### src/shared/ddcss_pkg.sv
// Constants, types and reset state for the DDC slave with start/stop filter
package ddcss_pkg;
  // Register addresses on the special function register port
  localparam logic [7:0] ADR_SETUP1 = 8'hD1;
  localparam logic [7:0] ADR_SETUP2 = 8'hD2;
  localparam logic [7:0] ADR_DDC_RAM_WINDOW = 8'hD4;
  localparam logic [7:0] ADR_D1DAT  = 8'hD5;
  localparam logic [7:0] ADR_PTR    = 8'hD6;
  localparam logic [7:0] ADR_DCON   = 8'hD7;
  localparam logic [7:0] ADR_S1CON  = 8'hD8;
  localparam logic [7:0] ADR_S1STA  = 8'hD9;
  localparam logic [7:0] ADR_S1DAT  = 8'hDA;
  localparam logic [7:0] ADR_S1ADR  = 8'hDB;
  // Reset values
  localparam logic [7:0] RST_SETUP  = 8'h00;
  localparam logic [7:0] RST_BYTE   = 8'h00;
  localparam logic [3:0] RST_LINES  = 4'hF;
  localparam logic [3:0] RST_D1CNT  = 4'h8;
  // Field positions
  localparam int SETUP_EN   = 7;
  localparam int CON_EXDAT  = 6;
  localparam int CON_PER_BYTE_IRQ_SELECT  = 5;
  localparam int CON_AX     = 4;
  localparam int CON_D1INT  = 3;
  localparam int CON_D1EN   = 2;
  localparam int CON_SWHINT = 1;
  localparam int CON_MODE   = 0;
  localparam int S1CON_AA   = 2;
  localparam int ADR_GCEN   = 0;
  // Counts and codes
  localparam logic [3:0] I2C_BITS  = 4'h8;
  localparam logic [3:0] DDC1_BITS = 4'h8;
  localparam logic [6:0] GC_ADDR   = 7'h00;
  localparam logic [6:0] AX_MASK   = 7'h78;
  localparam logic [6:0] FULL_MASK = 7'h7F;

  typedef enum logic [2:0] {
    ST_IDLE = 3'b000,
    ST_ADDR = 3'b001,
    ST_AACK = 3'b010,
    ST_RX   = 3'b011,
    ST_DACK = 3'b100,
    ST_TX   = 3'b101,
    ST_TACK = 3'b110,
    ST_WAIT = 3'b111
  } ddcss_fsm_e;

  typedef struct packed {
    logic       wr;
    logic       rd;
    logic [7:0] addr;
    logic [7:0] wdata;
  } ddcss_sfr_req_s;

  typedef struct packed {
    logic            phase;
    logic [3:0]      filt;
    logic [3:0]      prev;
    logic [3:0][7:0] fcnt;
    logic            ch2_start;
    logic            ch2_stop;
    logic [7:0]      setup1;
    logic [7:0]      setup2;
    logic [7:0]      d1dat;
    logic [7:0]      ptr;
    logic [7:0]      dcon;
    logic [7:0]      s1con;
    logic [7:0]      s1dat;
    logic [7:0]      s1adr;
    logic            serial_interrupt_flag;
    logic            stopf;
    logic            gcf;
    logic            txm;
    logic            nack;
    logic            slv;
    ddcss_fsm_e      fsm;
    logic [3:0]      bitcnt;
    logic [7:0]      shreg;
    logic            rw;
    logic            vs_prev;
    logic [3:0]      d1cnt;
    logic [7:0]      d1sh;
    logic            sda_oe;
    logic [7:0]      rdata;
  } ddcss_state_s;

  localparam ddcss_state_s RST_STATE = '{
    filt: RST_LINES, prev: RST_LINES, setup1: RST_SETUP,
    setup2: RST_SETUP, d1dat: RST_BYTE, ptr: RST_BYTE, dcon: RST_BYTE,
    fsm: ST_IDLE, d1cnt: RST_D1CNT, default: '0};
endpackage

### src/verilog/ddcss_top.sv
// DDC slave unit with RAM buffer, DDC1 sender and start/stop filters
// What this block does
// Respond as slave when received address matches own bits 7:1 (bits 7:4 with wide match) or is a general call.
// Reading the status register clears its interrupt flag automatically.
// No interrupt flag for DDC2b transfers while auto serving is selected.
// Hold setup bit 7 low: start/stop needs one sample, low bits ignored.
// Hold setup bit 7 high: low bits plus one samples at half clock.
// First hold setup register filters the DDC slave, resets to zero.
// Second independent hold setup register filters the other I2C slave.
// 256-byte RAM holds DDC data; the core loads it before hosts read.
// Act only as slave; never start transfers nor drive the clock line.
// Serve DDC1 and DDC2b data automatically without per-byte core work.
// Optional per-byte interrupt lets the core supply each outgoing byte.
// Data, clock and vertical sync arrive on port 4 bits 0, 1, 2.
// Readable writable transmit byte register holds next DDC1 byte.
// Channel control, status, data and address registers act as standard.
// Select bit low fetches RAM at pointer; high interrupts core instead.
// Buffer pointer increments after every RAM access, core or hardware; a pointer write in the same cycle replaces the step.
// General call accepted only with address bit 0 set and acknowledge on.
// Start/stop accepted once both lines hold new levels programmed samples.
`timescale 1ns/1ps
module ddcss_top (
  input  wire logic                     clk_i,
  input  wire logic                     rst_n_i,
  input  wire logic                     ce_i,
  input  wire ddcss_pkg::ddcss_sfr_req_s sfr_i,
  output logic      [7:0]               sfr_rdata_o,
  input  wire logic [2:0]               p4_i,
  output logic                          sda_o,
  output logic                          sda_oe_o,
  input  wire logic                     i2c2_sda_i,
  input  wire logic                     i2c2_scl_i,
  output logic                          i2c2_start_o,
  output logic                          i2c2_stop_o,
  output logic                          serial_interrupt_flag_o
);
  ddcss_pkg::ddcss_state_s q;
  ddcss_pkg::ddcss_state_s d;
  logic [7:0] ram [256];
  logic [3:0] raw;
  logic [3:0][7:0] need;
  logic [7:0] ram_idx;
  logic [7:0] ram_q;
  logic [1:0] start;
  logic [1:0] stop;
  logic       scl_rise;
  logic       scl_fall;
  logic       aa;
  logic       per_byte_irq_select;
  logic       own_hit;
  logic       gc_hit;
  logic [6:0] mask;
  logic       core_ram;

  // Samples needed before a line change is believed
  function automatic logic [7:0] hold_need(input logic [7:0] setup);
    return setup[ddcss_pkg::SETUP_EN] ?
           ({1'b0, setup[6:0]} + 8'h01) : 8'h01;
  endfunction

  // Line order: DDC sda, DDC scl, second channel sda, second channel scl
  assign raw  = {i2c2_scl_i, i2c2_sda_i, p4_i[1], p4_i[0]};
  assign need[0] = hold_need(q.setup1);
  assign need[1] = hold_need(q.setup1);
  assign need[2] = hold_need(q.setup2);
  assign need[3] = hold_need(q.setup2);

  // Conditions seen on the filtered lines only
  assign start[0] = q.prev[1] & q.filt[1] & q.prev[0] & ~q.filt[0];
  assign stop[0]  = q.prev[1] & q.filt[1] & ~q.prev[0] & q.filt[0];
  assign start[1] = q.prev[3] & q.filt[3] & q.prev[2] & ~q.filt[2];
  assign stop[1]  = q.prev[3] & q.filt[3] & ~q.prev[2] & q.filt[2];
  assign scl_rise = ~q.prev[1] & q.filt[1];
  assign scl_fall = q.prev[1] & ~q.filt[1];

  // Address decode; the optional wide match drops the low three bits
  assign aa      = q.s1con[ddcss_pkg::S1CON_AA];
  assign per_byte_irq_select   = q.dcon[ddcss_pkg::CON_PER_BYTE_IRQ_SELECT];
  assign mask    = q.dcon[ddcss_pkg::CON_AX] ? ddcss_pkg::AX_MASK
                                             : ddcss_pkg::FULL_MASK;
  assign own_hit = ((q.shreg[7:1] ^ q.s1adr[7:1]) & mask) == 7'h00;
  assign gc_hit  = (q.shreg[7:1] == ddcss_pkg::GC_ADDR)
                   & q.s1adr[ddcss_pkg::ADR_GCEN];

  // Small buffer mode folds the upper half onto the lower
  assign ram_idx  = {q.dcon[ddcss_pkg::CON_EXDAT] & q.ptr[7], q.ptr[6:0]};
  assign ram_q    = ram[ram_idx];
  assign core_ram = (sfr_i.wr | sfr_i.rd)
                    & (sfr_i.addr == ddcss_pkg::ADR_DDC_RAM_WINDOW);

  // Next state of everything except the RAM array
  always_comb begin
    logic       hw_inc;
    logic       ev;
    logic       ptr_wr;
    logic [7:0] ptr_val;
    logic [7:0] tx_byte;
    hw_inc  = 1'b0;
    ev      = 1'b0;
    ptr_wr  = 1'b0;
    ptr_val = q.ptr;
    tx_byte = per_byte_irq_select ? q.s1dat : ram_q;
    d = q;
    d.phase     = ~q.phase;
    d.prev      = q.filt;
    d.ch2_start = start[1];
    d.ch2_stop  = stop[1];
    d.vs_prev   = p4_i[2];

    // Hold filters step once per sample tick (half the clock)
    for (int l = 0; l < 4; l++) begin
      if (q.phase) begin
        if (raw[l] == q.filt[l]) begin
          d.fcnt[l] = 8'h00;
        end else if (q.fcnt[l] + 8'h01 >= need[l]) begin
          d.filt[l] = raw[l];
          d.fcnt[l] = 8'h00;
        end else begin
          d.fcnt[l] = q.fcnt[l] + 8'h01;
        end
      end
    end

    // Register writes from the core
    if (sfr_i.wr) begin
      unique case (sfr_i.addr)
        ddcss_pkg::ADR_SETUP1: d.setup1 = sfr_i.wdata;
        ddcss_pkg::ADR_SETUP2: d.setup2 = sfr_i.wdata;
        ddcss_pkg::ADR_D1DAT:  d.d1dat  = sfr_i.wdata;
        ddcss_pkg::ADR_PTR: begin
          ptr_wr  = 1'b1;
          ptr_val = sfr_i.wdata;
        end
        ddcss_pkg::ADR_DCON: begin
          // Event flags clear on a written zero; mode drops when disabled
          d.dcon[6:4] = sfr_i.wdata[6:4];
          d.dcon[ddcss_pkg::CON_D1EN] = sfr_i.wdata[ddcss_pkg::CON_D1EN];
          d.dcon[ddcss_pkg::CON_D1INT] =
            q.dcon[ddcss_pkg::CON_D1INT] & sfr_i.wdata[ddcss_pkg::CON_D1INT];
          d.dcon[ddcss_pkg::CON_SWHINT] =
            q.dcon[ddcss_pkg::CON_SWHINT] &
            sfr_i.wdata[ddcss_pkg::CON_SWHINT];
          d.dcon[ddcss_pkg::CON_MODE] =
            q.dcon[ddcss_pkg::CON_MODE] & sfr_i.wdata[ddcss_pkg::CON_D1EN];
        end
        ddcss_pkg::ADR_S1CON: d.s1con = sfr_i.wdata;
        ddcss_pkg::ADR_S1DAT: d.s1dat = sfr_i.wdata;
        ddcss_pkg::ADR_S1ADR: d.s1adr = sfr_i.wdata;
        default: ;
      endcase
    end

    // Register reads; status read clears the flag before any new set
    if (sfr_i.rd) begin
      unique case (sfr_i.addr)
        ddcss_pkg::ADR_SETUP1: d.rdata = q.setup1;
        ddcss_pkg::ADR_SETUP2: d.rdata = q.setup2;
        ddcss_pkg::ADR_DDC_RAM_WINDOW: d.rdata = ram_q;
        ddcss_pkg::ADR_D1DAT:  d.rdata = q.d1dat;
        ddcss_pkg::ADR_PTR:    d.rdata = q.ptr;
        ddcss_pkg::ADR_DCON:   d.rdata = {1'b0, q.dcon[6:0]};
        ddcss_pkg::ADR_S1CON:  d.rdata = q.s1con;
        ddcss_pkg::ADR_S1STA: begin
          d.rdata = {q.gcf, q.stopf, q.serial_interrupt_flag, q.txm, 2'b00, q.nack, q.slv};
          d.serial_interrupt_flag  = 1'b0;
        end
        ddcss_pkg::ADR_S1DAT:  d.rdata = q.s1dat;
        ddcss_pkg::ADR_S1ADR:  d.rdata = q.s1adr;
        default:               d.rdata = 8'h00;
      endcase
    end

    // DDC1 sender: each vertical sync rise shifts one bit, ninth is null
    if (q.dcon[ddcss_pkg::CON_D1EN] && !q.dcon[ddcss_pkg::CON_MODE] &&
        p4_i[2] && !q.vs_prev) begin
      if (q.d1cnt == ddcss_pkg::DDC1_BITS) begin
        d.d1cnt  = 4'h0;
        d.sda_oe = 1'b0;
        d.d1sh   = q.d1dat;
        if (per_byte_irq_select) begin
          d.dcon[ddcss_pkg::CON_D1INT] = 1'b1;
        end else begin
          d.d1dat = ram_q;
          hw_inc  = 1'b1;
        end
      end else begin
        d.d1cnt  = q.d1cnt + 4'h1;
        d.sda_oe = ~q.d1sh[7];          // Open drain: drive only zeros
        d.d1sh   = {q.d1sh[6:0], 1'b0};
      end
    end

    // DDC2b slave; only SDA is ever driven, SCL is input only
    if (start[0]) begin
      d.fsm    = ddcss_pkg::ST_ADDR;
      d.bitcnt = 4'h0;
      d.sda_oe = 1'b0;
      if (!q.dcon[ddcss_pkg::CON_MODE]) begin
        d.dcon[ddcss_pkg::CON_MODE]   = 1'b1;
        d.dcon[ddcss_pkg::CON_SWHINT] = 1'b1;
      end
    end else if (stop[0]) begin
      if (q.slv) begin
        d.stopf = 1'b1;
        ev      = 1'b1;
      end
      d.slv    = 1'b0;
      d.txm    = 1'b0;
      d.sda_oe = 1'b0;
      d.fsm    = ddcss_pkg::ST_IDLE;
    end else begin
      unique case (q.fsm)
        ddcss_pkg::ST_IDLE, ddcss_pkg::ST_WAIT: ;
        ddcss_pkg::ST_ADDR, ddcss_pkg::ST_RX: begin
          if (scl_rise) begin
            d.shreg  = {q.shreg[6:0], q.filt[0]};
            d.bitcnt = q.bitcnt + 4'h1;
          end else if (scl_fall && q.bitcnt == ddcss_pkg::I2C_BITS) begin
            if (q.fsm == ddcss_pkg::ST_RX) begin
              // Host data byte becomes the buffer offset
              d.fsm    = ddcss_pkg::ST_DACK;
              d.sda_oe = aa;
              d.nack   = ~aa;
              d.s1dat  = q.shreg;
              ptr_wr   = 1'b1;
              ptr_val  = q.shreg;
              ev       = 1'b1;
            end else if (aa && (own_hit || gc_hit)) begin
              d.fsm    = ddcss_pkg::ST_AACK;
              d.sda_oe = 1'b1;
              d.slv    = 1'b1;
              d.rw     = q.shreg[0];
              d.txm    = q.shreg[0];
              d.gcf    = gc_hit;
              ev       = 1'b1;
            end else begin
              d.fsm = ddcss_pkg::ST_WAIT;
            end
          end
        end
        ddcss_pkg::ST_AACK, ddcss_pkg::ST_DACK: begin
          if (scl_fall) begin
            d.bitcnt = 4'h0;
            if (q.fsm == ddcss_pkg::ST_AACK && q.rw) begin
              d.shreg  = tx_byte;
              d.sda_oe = ~tx_byte[7];
              d.fsm    = ddcss_pkg::ST_TX;
              hw_inc   = ~per_byte_irq_select;
            end else begin
              d.sda_oe = 1'b0;
              d.fsm    = ddcss_pkg::ST_RX;
            end
          end
        end
        ddcss_pkg::ST_TX: begin
          if (scl_rise) begin
            d.bitcnt = q.bitcnt + 4'h1;
          end else if (scl_fall) begin
            if (q.bitcnt == ddcss_pkg::I2C_BITS) begin
              d.sda_oe = 1'b0;
              d.fsm    = ddcss_pkg::ST_TACK;
            end else begin
              d.shreg  = {q.shreg[6:0], 1'b0};
              d.sda_oe = ~q.shreg[6];
            end
          end
        end
        ddcss_pkg::ST_TACK: begin
          if (scl_rise) begin
            d.nack = q.filt[0];
            ev     = 1'b1;
            if (q.filt[0]) begin
              d.fsm = ddcss_pkg::ST_WAIT;
            end
          end else if (scl_fall) begin
            d.bitcnt = 4'h0;
            d.shreg  = tx_byte;
            d.sda_oe = ~tx_byte[7];
            d.fsm    = ddcss_pkg::ST_TX;
            hw_inc   = ~per_byte_irq_select;
          end
        end
      endcase
    end

    // Flag set beats a same-cycle read clear; auto mode stays silent
    if (ev && per_byte_irq_select) begin
      d.serial_interrupt_flag = 1'b1;
    end
    if (ptr_wr) begin
      d.ptr = ptr_val;
    end else begin
      d.ptr = q.ptr + {7'h00, core_ram} + {7'h00, hw_inc};
    end
  end

  // State register, frozen while the clock enable is low
  always_ff @(posedge clk_i) begin
    if (!rst_n_i) begin
      q <= ddcss_pkg::RST_STATE;
    end else if (ce_i) begin
      q <= d;
    end
  end

  // Buffer is written only by the core; no reset needed on data
  always_ff @(posedge clk_i) begin
    if (ce_i && sfr_i.wr && sfr_i.addr == ddcss_pkg::ADR_DDC_RAM_WINDOW) begin
      ram[ram_idx] <= sfr_i.wdata;
    end
  end

  assign sfr_rdata_o             = q.rdata;
  assign sda_o                   = 1'b0;  // Open drain, low only
  assign sda_oe_o                = q.sda_oe;
  assign i2c2_start_o            = q.ch2_start;
  assign i2c2_stop_o             = q.ch2_stop;
  assign serial_interrupt_flag_o = q.serial_interrupt_flag;

  // Checks
  stat_clear_a: assert property (@(posedge clk_i) disable iff (!rst_n_i)
    ce_i && sfr_i.rd && sfr_i.addr == ddcss_pkg::ADR_S1STA && !d.serial_interrupt_flag
    |=> !q.serial_interrupt_flag) else $error("status read did not clear flag");
  auto_quiet_a: assert property (@(posedge clk_i) disable iff (!rst_n_i)
    $rose(q.serial_interrupt_flag) |-> $past(per_byte_irq_select))
    else $error("flag raised in automatic mode");
  hold_one_a: assert property (@(posedge clk_i) disable iff (!rst_n_i)
    ce_i && q.phase && !q.setup1[ddcss_pkg::SETUP_EN] && raw[0] != q.filt[0]
    |=> q.filt[0] == $past(raw[0]))
    else $error("single sample hold not applied");
  hold_count_a: assert property (@(posedge clk_i) disable iff (!rst_n_i)
    $changed(q.filt[0]) |->
    $past(q.fcnt[0]) + 8'h01 >= $past(need[0]))
    else $error("line accepted before hold count");
  setup_rst_a: assert property (@(posedge clk_i)
    $past(!rst_n_i) |-> q.setup1 == 8'h00 && q.fsm == ddcss_pkg::ST_IDLE)
    else $error("hold setup not zero after reset");
  slave_drive_a: assert property (@(posedge clk_i) disable iff (!rst_n_i)
    q.sda_oe && q.dcon[ddcss_pkg::CON_MODE] |->
    q.fsm inside {ddcss_pkg::ST_AACK, ddcss_pkg::ST_DACK, ddcss_pkg::ST_TX,
                  ddcss_pkg::ST_ADDR})
    else $error("data driven outside slave phases");
  ptr_step_a: assert property (@(posedge clk_i) disable iff (!rst_n_i)
    ce_i && core_ram && !sfr_i.wr && q.fsm == ddcss_pkg::ST_IDLE &&
    !(q.dcon[ddcss_pkg::CON_D1EN] && p4_i[2])
    |=> q.ptr == $past(q.ptr) + 8'h01)
    else $error("pointer did not step");
  addr_match_a: assert property (@(posedge clk_i) disable iff (!rst_n_i)
    q.fsm == ddcss_pkg::ST_AACK && $past(q.fsm) == ddcss_pkg::ST_ADDR |->
    $past(aa && (own_hit || gc_hit)))
    else $error("acknowledged foreign address");
  gc_gate_a: assert property (@(posedge clk_i) disable iff (!rst_n_i)
    $rose(q.gcf) |-> $past(q.s1adr[ddcss_pkg::ADR_GCEN] && aa))
    else $error("general call without enable");
  start_c: cover property (@(posedge clk_i) disable iff (!rst_n_i)
    start[0]);
  tx_byte_c: cover property (@(posedge clk_i) disable iff (!rst_n_i)
    q.fsm == ddcss_pkg::ST_TACK ##[1:400] q.fsm == ddcss_pkg::ST_TX);
  ddc1_c: cover property (@(posedge clk_i) disable iff (!rst_n_i)
    $rose(q.dcon[ddcss_pkg::CON_D1INT]));
  stop_c: cover property (@(posedge clk_i) disable iff (!rst_n_i)
    $rose(q.stopf));
endmodule // ddcss_top

### config.mk
export PLATFORM = sky130hd
export DESIGN_NAME = ddcss_top
export DESIGN_NICKNAME = d
export VERILOG_FILES = /design/src/shared/ddcss_pkg.sv /design/src/verilog/ddcss_top.sv
export SDC_FILE = /design/constraint.sdc
export NUM_CORES = 2
export LEC_CHECK = 0
export BUFFER_PORTS_ARGS = -buffer_cell sky130_fd_sc_hd__buf_4
export CAP_MARGIN = 20
export CORE_MARGIN = 10
export CORE_UTILIZATION = 65
export CTS_CLUSTER_DIAMETER = 150
export DETAILED_ROUTE_END_ITERATION = 8
export GPL_ROUTABILITY_DRIVEN = 0
export MAX_ROUTING_LAYER = met4
export PLACE_DENSITY = 0.81
export SYNTH_ARGS = -nofsm -noshare
export SYNTH_HDL_FRONTEND = slang
export SYNTH_SLANG_ARGS = --single-unit
### constraint.sdc
create_clock -name clk_i -period 5.3 [get_ports clk_i]
set_clock_uncertainty 0.2 [all_clocks]
set_input_delay 0.53 -clock clk_i [delete_from_list [all_inputs] [get_ports clk_i]]
set_output_delay 0.53 -clock clk_i [all_outputs]
set_load 0.005 [all_outputs]
# After elaboration in Yosys (flattened, before gate mapping)
# Memory sizes are Yosys's and may differ from the RTL's.
# Cells that the tools add are included.
# op_classes
n_bitwise	41
addsub	10
mux	129
magnitude_cmp	4
n_reduce_logical	45
eq_ne	50
# op_table
cell	n
two-way mux 8 bit	38
equality test 8 bit, second input constant	10
case mux 8 bit (10 select lines)	1
two-way mux 1 bit	61
case mux 15 bit (4 select lines)	1
adder 8 x 1 -> 8 bit, second input constant	4
>= comparator 8 bit	4
two-way mux 15 bit	2
!= test 2 bit, second input constant	15
two-way mux 28 bit	1
two-way mux 3 bit	9
two-way mux 13 bit	2
two-way mux 12 bit	2
!= test 4 bit, second input constant	6
AND reduction 8 bit	3
NOT 1 bit	20
AND reduction 4 bit	5
bitwise AND 1 bit	18
AND reduction 3 bit	6
adder 7 x 1 -> 8 bit, second input constant	2
adder 8 x 1 -> 8 bit	2
!= test 3 bit, second input constant	5
logical NOT 7 bit	2
two-way mux 4 bit	3
other kinds (27)	57
# totals
register_bits	150
mem_bits_rw	2048
mem_count	1
output_inout_bits	13
# memory_table
memory	words	width	rd	rd_clocked_by_memory_dff	write_ports	line_no	source
ram	256	8	1	0	1	ddcss_top.sv:39	logic [7:0] ram [256];

# Logic depth before layout (Yosys ltp)
# depth
word_depth	15
depth_mapped	15

# Worst setup path after synthesis
# OpenSTA, ideal clock, no wires.
# synth_timing
path_type	input -> register
start	input port sfr_i[13] (netlist name)
end	memory ram[104][0], enable pin
n_path_buf	3
cell_stages	9
slack_ns	1.852
required_time_ns	4.730
arrival_ns	2.878
setup_time_ns	0.370
path_cell_list	nand4b_1 > or3b_1 > clkbuf_1 > nand2b_1 > clkbuf_1 > nor4_1 > nand2_1 > clkbuf_1 > nor2_1
# synth_via
elab_chain_cells	4
# synth_rtl
item	line_no	source
start, declared	ddcss_top.sv:26	input wire ddcss_pkg::ddcss_sfr_req_s sfr_i,
equality test 8 bit	ddcss_top.sv:308	if (ce_i && sfr_i.wr && sfr_i.addr == ddcss_pkg::ADR_DDC_RAM_WINDOW) begin
logical AND 1 bit	ddcss_top.sv:308	
two-way mux 1 bit	ddcss_top.sv:308	
two-way mux 1 bit (implied by the code)	ddcss_top.sv:309	ram[ram_idx] <= sfr_i.wdata;
end, declared	ddcss_top.sv:39	
# No other way between the ends.

# Worst setup path after layout
# layout_timing
start	register q[80] (netlist name)
end	register q, in the netlist sfr_rdata_o[4]
# layout_via
elab_chain_cells	2
# layout_rtl
item	line_no	source
start, declared	ddcss_top.sv:37	ddcss_pkg::ddcss_state_s q;
start signal, assigned	ddcss_top.sv:300	q <= ddcss_pkg::RST_STATE;
memory (256 x 8 bit)	-	
case mux 8 bit (10 select lines) *	ddcss_top.sv:155	unique case (sfr_i.addr)
# Mark *: on every way between the ends. The rest lies on a longest branch, timed or not.
# A chain may end at the register's enable or synchronous reset.

==> summary.txt <==
Worst EP required = 5.91 ns
Max-slew headroom = 0.190
max-cap viol count = 0
HPWL after DPL = 141000 µm
Fillers = 7194
flop2flop setup slack = 0.17 ns
largest cells by area after synthesis = edfxtp_1, mux4_2, dfxtp_1, nor2_1, nand2_1
post-route ant nets = 0
CP max stage cell = dfxtp_1
Area Growth Syn to Fin = 11.0%
slowest stage delay, CP = 1.08 ns
most used cell, CP = buf_4
Reg-to-Reg End = sfr_rdata_o[4]
Peak Freq = 195 MHz
main flop type after synthesis = edfxtp_1
die width = 388 µm
Tot GR Track Use = 0.330
fin crit period = 5.13 ns
CP startpoint = q[80]
First-pass DRT Iterations = 9
boundary pin count = 39
ys async rst share = 0
largest net degree at the start of global routing = 154
Pleak = 30.2 nW
Die ar. = 150000 µm²
worst-skew pair later-pin latency = 0.87 ns
RSZ-0062 raised after global routing = false
beginning of the worst hold path = sfr_i[2]
Final Hold Vio Count = 0
port bufs = 37
initial antenna violation count = 17
synthesized cell area = 87900 µm²
GRT overflow = 0
failing checks = DRC
Syn Nets = 4670
clock buffer depth = 3
crit-path cells = buf_4, nor2b_1, nand3_1, nor3_1, nor4_1, buf_4, nand2_1, or3_1, a21oi_1, o21ai_1, dlygate4sd3_1
Hold Path End = ram[255][2]
cells on worst reg2reg path = 11
Synth area leader = edfxtp_1
Syn Inst Count = 4597
post-synthesis sequential area ratio = 0.734
Avg Cell Area, Syn = 19.1 µm²
maximum level of the CTS H-tree = 4
share of the synthesized area in the top cell type = 0.699
Vias = 49382
Tcrit/Tclk final = 0.967
global-route wire length before repair = 349000 µm
CP Capture Type = register
main combinational cell family by area after synthesis = multiplexers
worst hold path cell count = 1
starting density of the core = 0.656
Clock Pin Slew Worst Setup and Hold Paths = 0.07 ns
CTS tree = yes
row cnt = 134
hold bufs inserted after CTS = 14
1st-iter DRT viols = 8652
Worst Max-Slew Pin Slew = 1.18 ns
final routed DRC violation total = 119
Crit Path Max Fanout = 13
root buffer cell = clkbuf_16
Hold Slack = 0.0629 ns
Storage cell area = 64500 µm²
status = finished, violations left
Vias/cell = 7.35
worst r2r src = q[80]
Max Slew Vio Count = 0
simple logic cell fraction of the synthesized area = 0.0429
complex-gate fraction of the synthesized area = 0.0314
Die Y = 388 µm
critical path class = reg -> reg
post-route setup TNS = 0 ns
multiplexer share of the synthesized area = 0.161
Synth cell types = 76
vias in the first global route = 48618
Multi-input gate area = 21800 µm²
nets@finish = 4825
WL/cell = 36.1 µm
Synth Area in Adders = 0.00677
XOR/XNOR share of the synthesized area = 0.00488
# clock sinks = 2198
hold crit path type = in -> reg
Synth Warn # = 0
Resized cells post-CTS = 0
share of cells above drive strength 1 = 0.230
CORE AREA = 134000 µm²
crit path DAT = 5.73 ns
Detailed Route WL = 243000 µm
commonest non-fill, non-tap cell in the layout = edfxtp_1
setup repair bufs after CTS = 0
most frequent cells in the layout = edfxtp_1, mux4_2, nor2_1
startpoint types = register
total CTS buffers = 206
post-synthesis sequential element count = 2198
Max VDD drop = 0.346 mV
number of synthesized flops with an enable pin = 2048
PD cells = 356 nW/µm²
Setup violations, final = 0
[metal layers]
layer,GRT usage,up-vias,share of wire
met5,-,-,0
met4,0.162,0,0.063
met3,0.105,976,0.14
met2,0.489,4315,0.47
met1,0.417,25074,0.33
li1,-,19017,-
[final cells by class]
| class | count | share of cell area |
|---|---|---|
| clock inverter | 129 | 0.0136 |
| clock buffer | 260 | 0.0553 |
| sequential | 2198 | 0.661 |
| timing repair buffer | 229 | 0.0214 |
| tap | 1768 | 0.0227 |
| antenna | 19 | 0.000487 |
| inverter | 47 | 0.00189 |
| multi-input combinational | 2070 | 0.223 |
[synth_stat cells, drive strengths merged (6+ instances only)]
master / instances
nor3: 29
nand3: 102
nor3b: 6
nor2b: 8
o32ai: 8
a221o: 6
a221oi: 11
o221ai: 14
a22o: 6
o21ai: 101
o211ai: 9
or3: 15
xnor2: 32
or2: 8
a211oi: 6
a21o: 18
o31ai: 7
nand2: 246
mux2i: 81
xor2: 17
dfxtp: 150
a21oi: 111
clkbuf: 137
edfxtp: 2048
and2: 13
a31oi: 15
and3: 19
nand2b: 19
ha: 46
a311oi: 13
o2111ai: 7
inv: 47
nand4: 9
nor2: 373
mux2: 9
a22oi: 47
buf: 145
nor4: 9
mux4: 590
nand3b: 6
o22ai: 17
[per-stage QoR]
step / util / power (W) / setup WS (ns) / instance area, µm² / cells
5_1_grt: 0.728 / 0.0354 / 0.154 / 97500 / 6715
2_1_floorplan: - / 0.0196 / 1.85 / 87900 / 4597
6_report: 0.728 / 0.0347 / 0.173 / 97600 / 6720
4_1_cts: 0.728 / 0.0347 / 0.401 / 97500 / 6698
3_3_place_gp: 0.676 / 0.0201 / 0.677 / 90600 / 6293
3_5_place_dp: 0.676 / 0.0201 / 0.558 / 90600 / 6295
[critical path: cells and delay by family, from the launching register on]
family / cells / cell delay [ns]
buffers and inverters: 3 / 1.14
DFF: 1 / 1.08
AOI/OAI and AO/OA: 2 / 0.25
and+or+nand+nor: 6 / 2.37
[state kept, by name, summed over array words and instances (netlist names), 4 cells and up]
| name | count |
|---|---|
| d | 4 |
| ram | 2048 |
| sfr_rdata_o | 8 |
| q | 132 |
[how the worst max path moves through the flow]
stage                     endpoint  slack, ns  cells past startpoint
floorplan              ram[104][0]       1.85                      9
global placement    sfr_rdata_o[2]       0.68                      9
detailed placement     ram[165][0]       0.56                     10
CTS                 sfr_rdata_o[4]       0.40                     12
global route        sfr_rdata_o[4]       0.15                     11
finish              sfr_rdata_o[4]       0.17                     11
[logic make-up (layout without fill, tap and decap cells)]
kind of cell | count (synthesis) | in the layout
flip-flops | 2198 | 2198
AND/OR/NAND/NOR | 870 | 870
multiplexers | 680 | 680
AO/OA/AOI/OAI | 423 | 423
buffers and inverters | 329 | 665
XOR/XNOR | 49 | 49
adder cells (fa/ha/maj) | 47 | 47
other | 1 | 20
[power breakdown]
| part | internal (W) | leakage, nW | switching, W |
|---|---|---|---|
| sequential | 0.0189 | 19.6 | 0.0000303 |
| combinational | 0.000191 | 7.26 | 0.000607 |
| clock | 0.00833 | 3.30 | 0.00660 |
(Power assumes the default switching activity.)
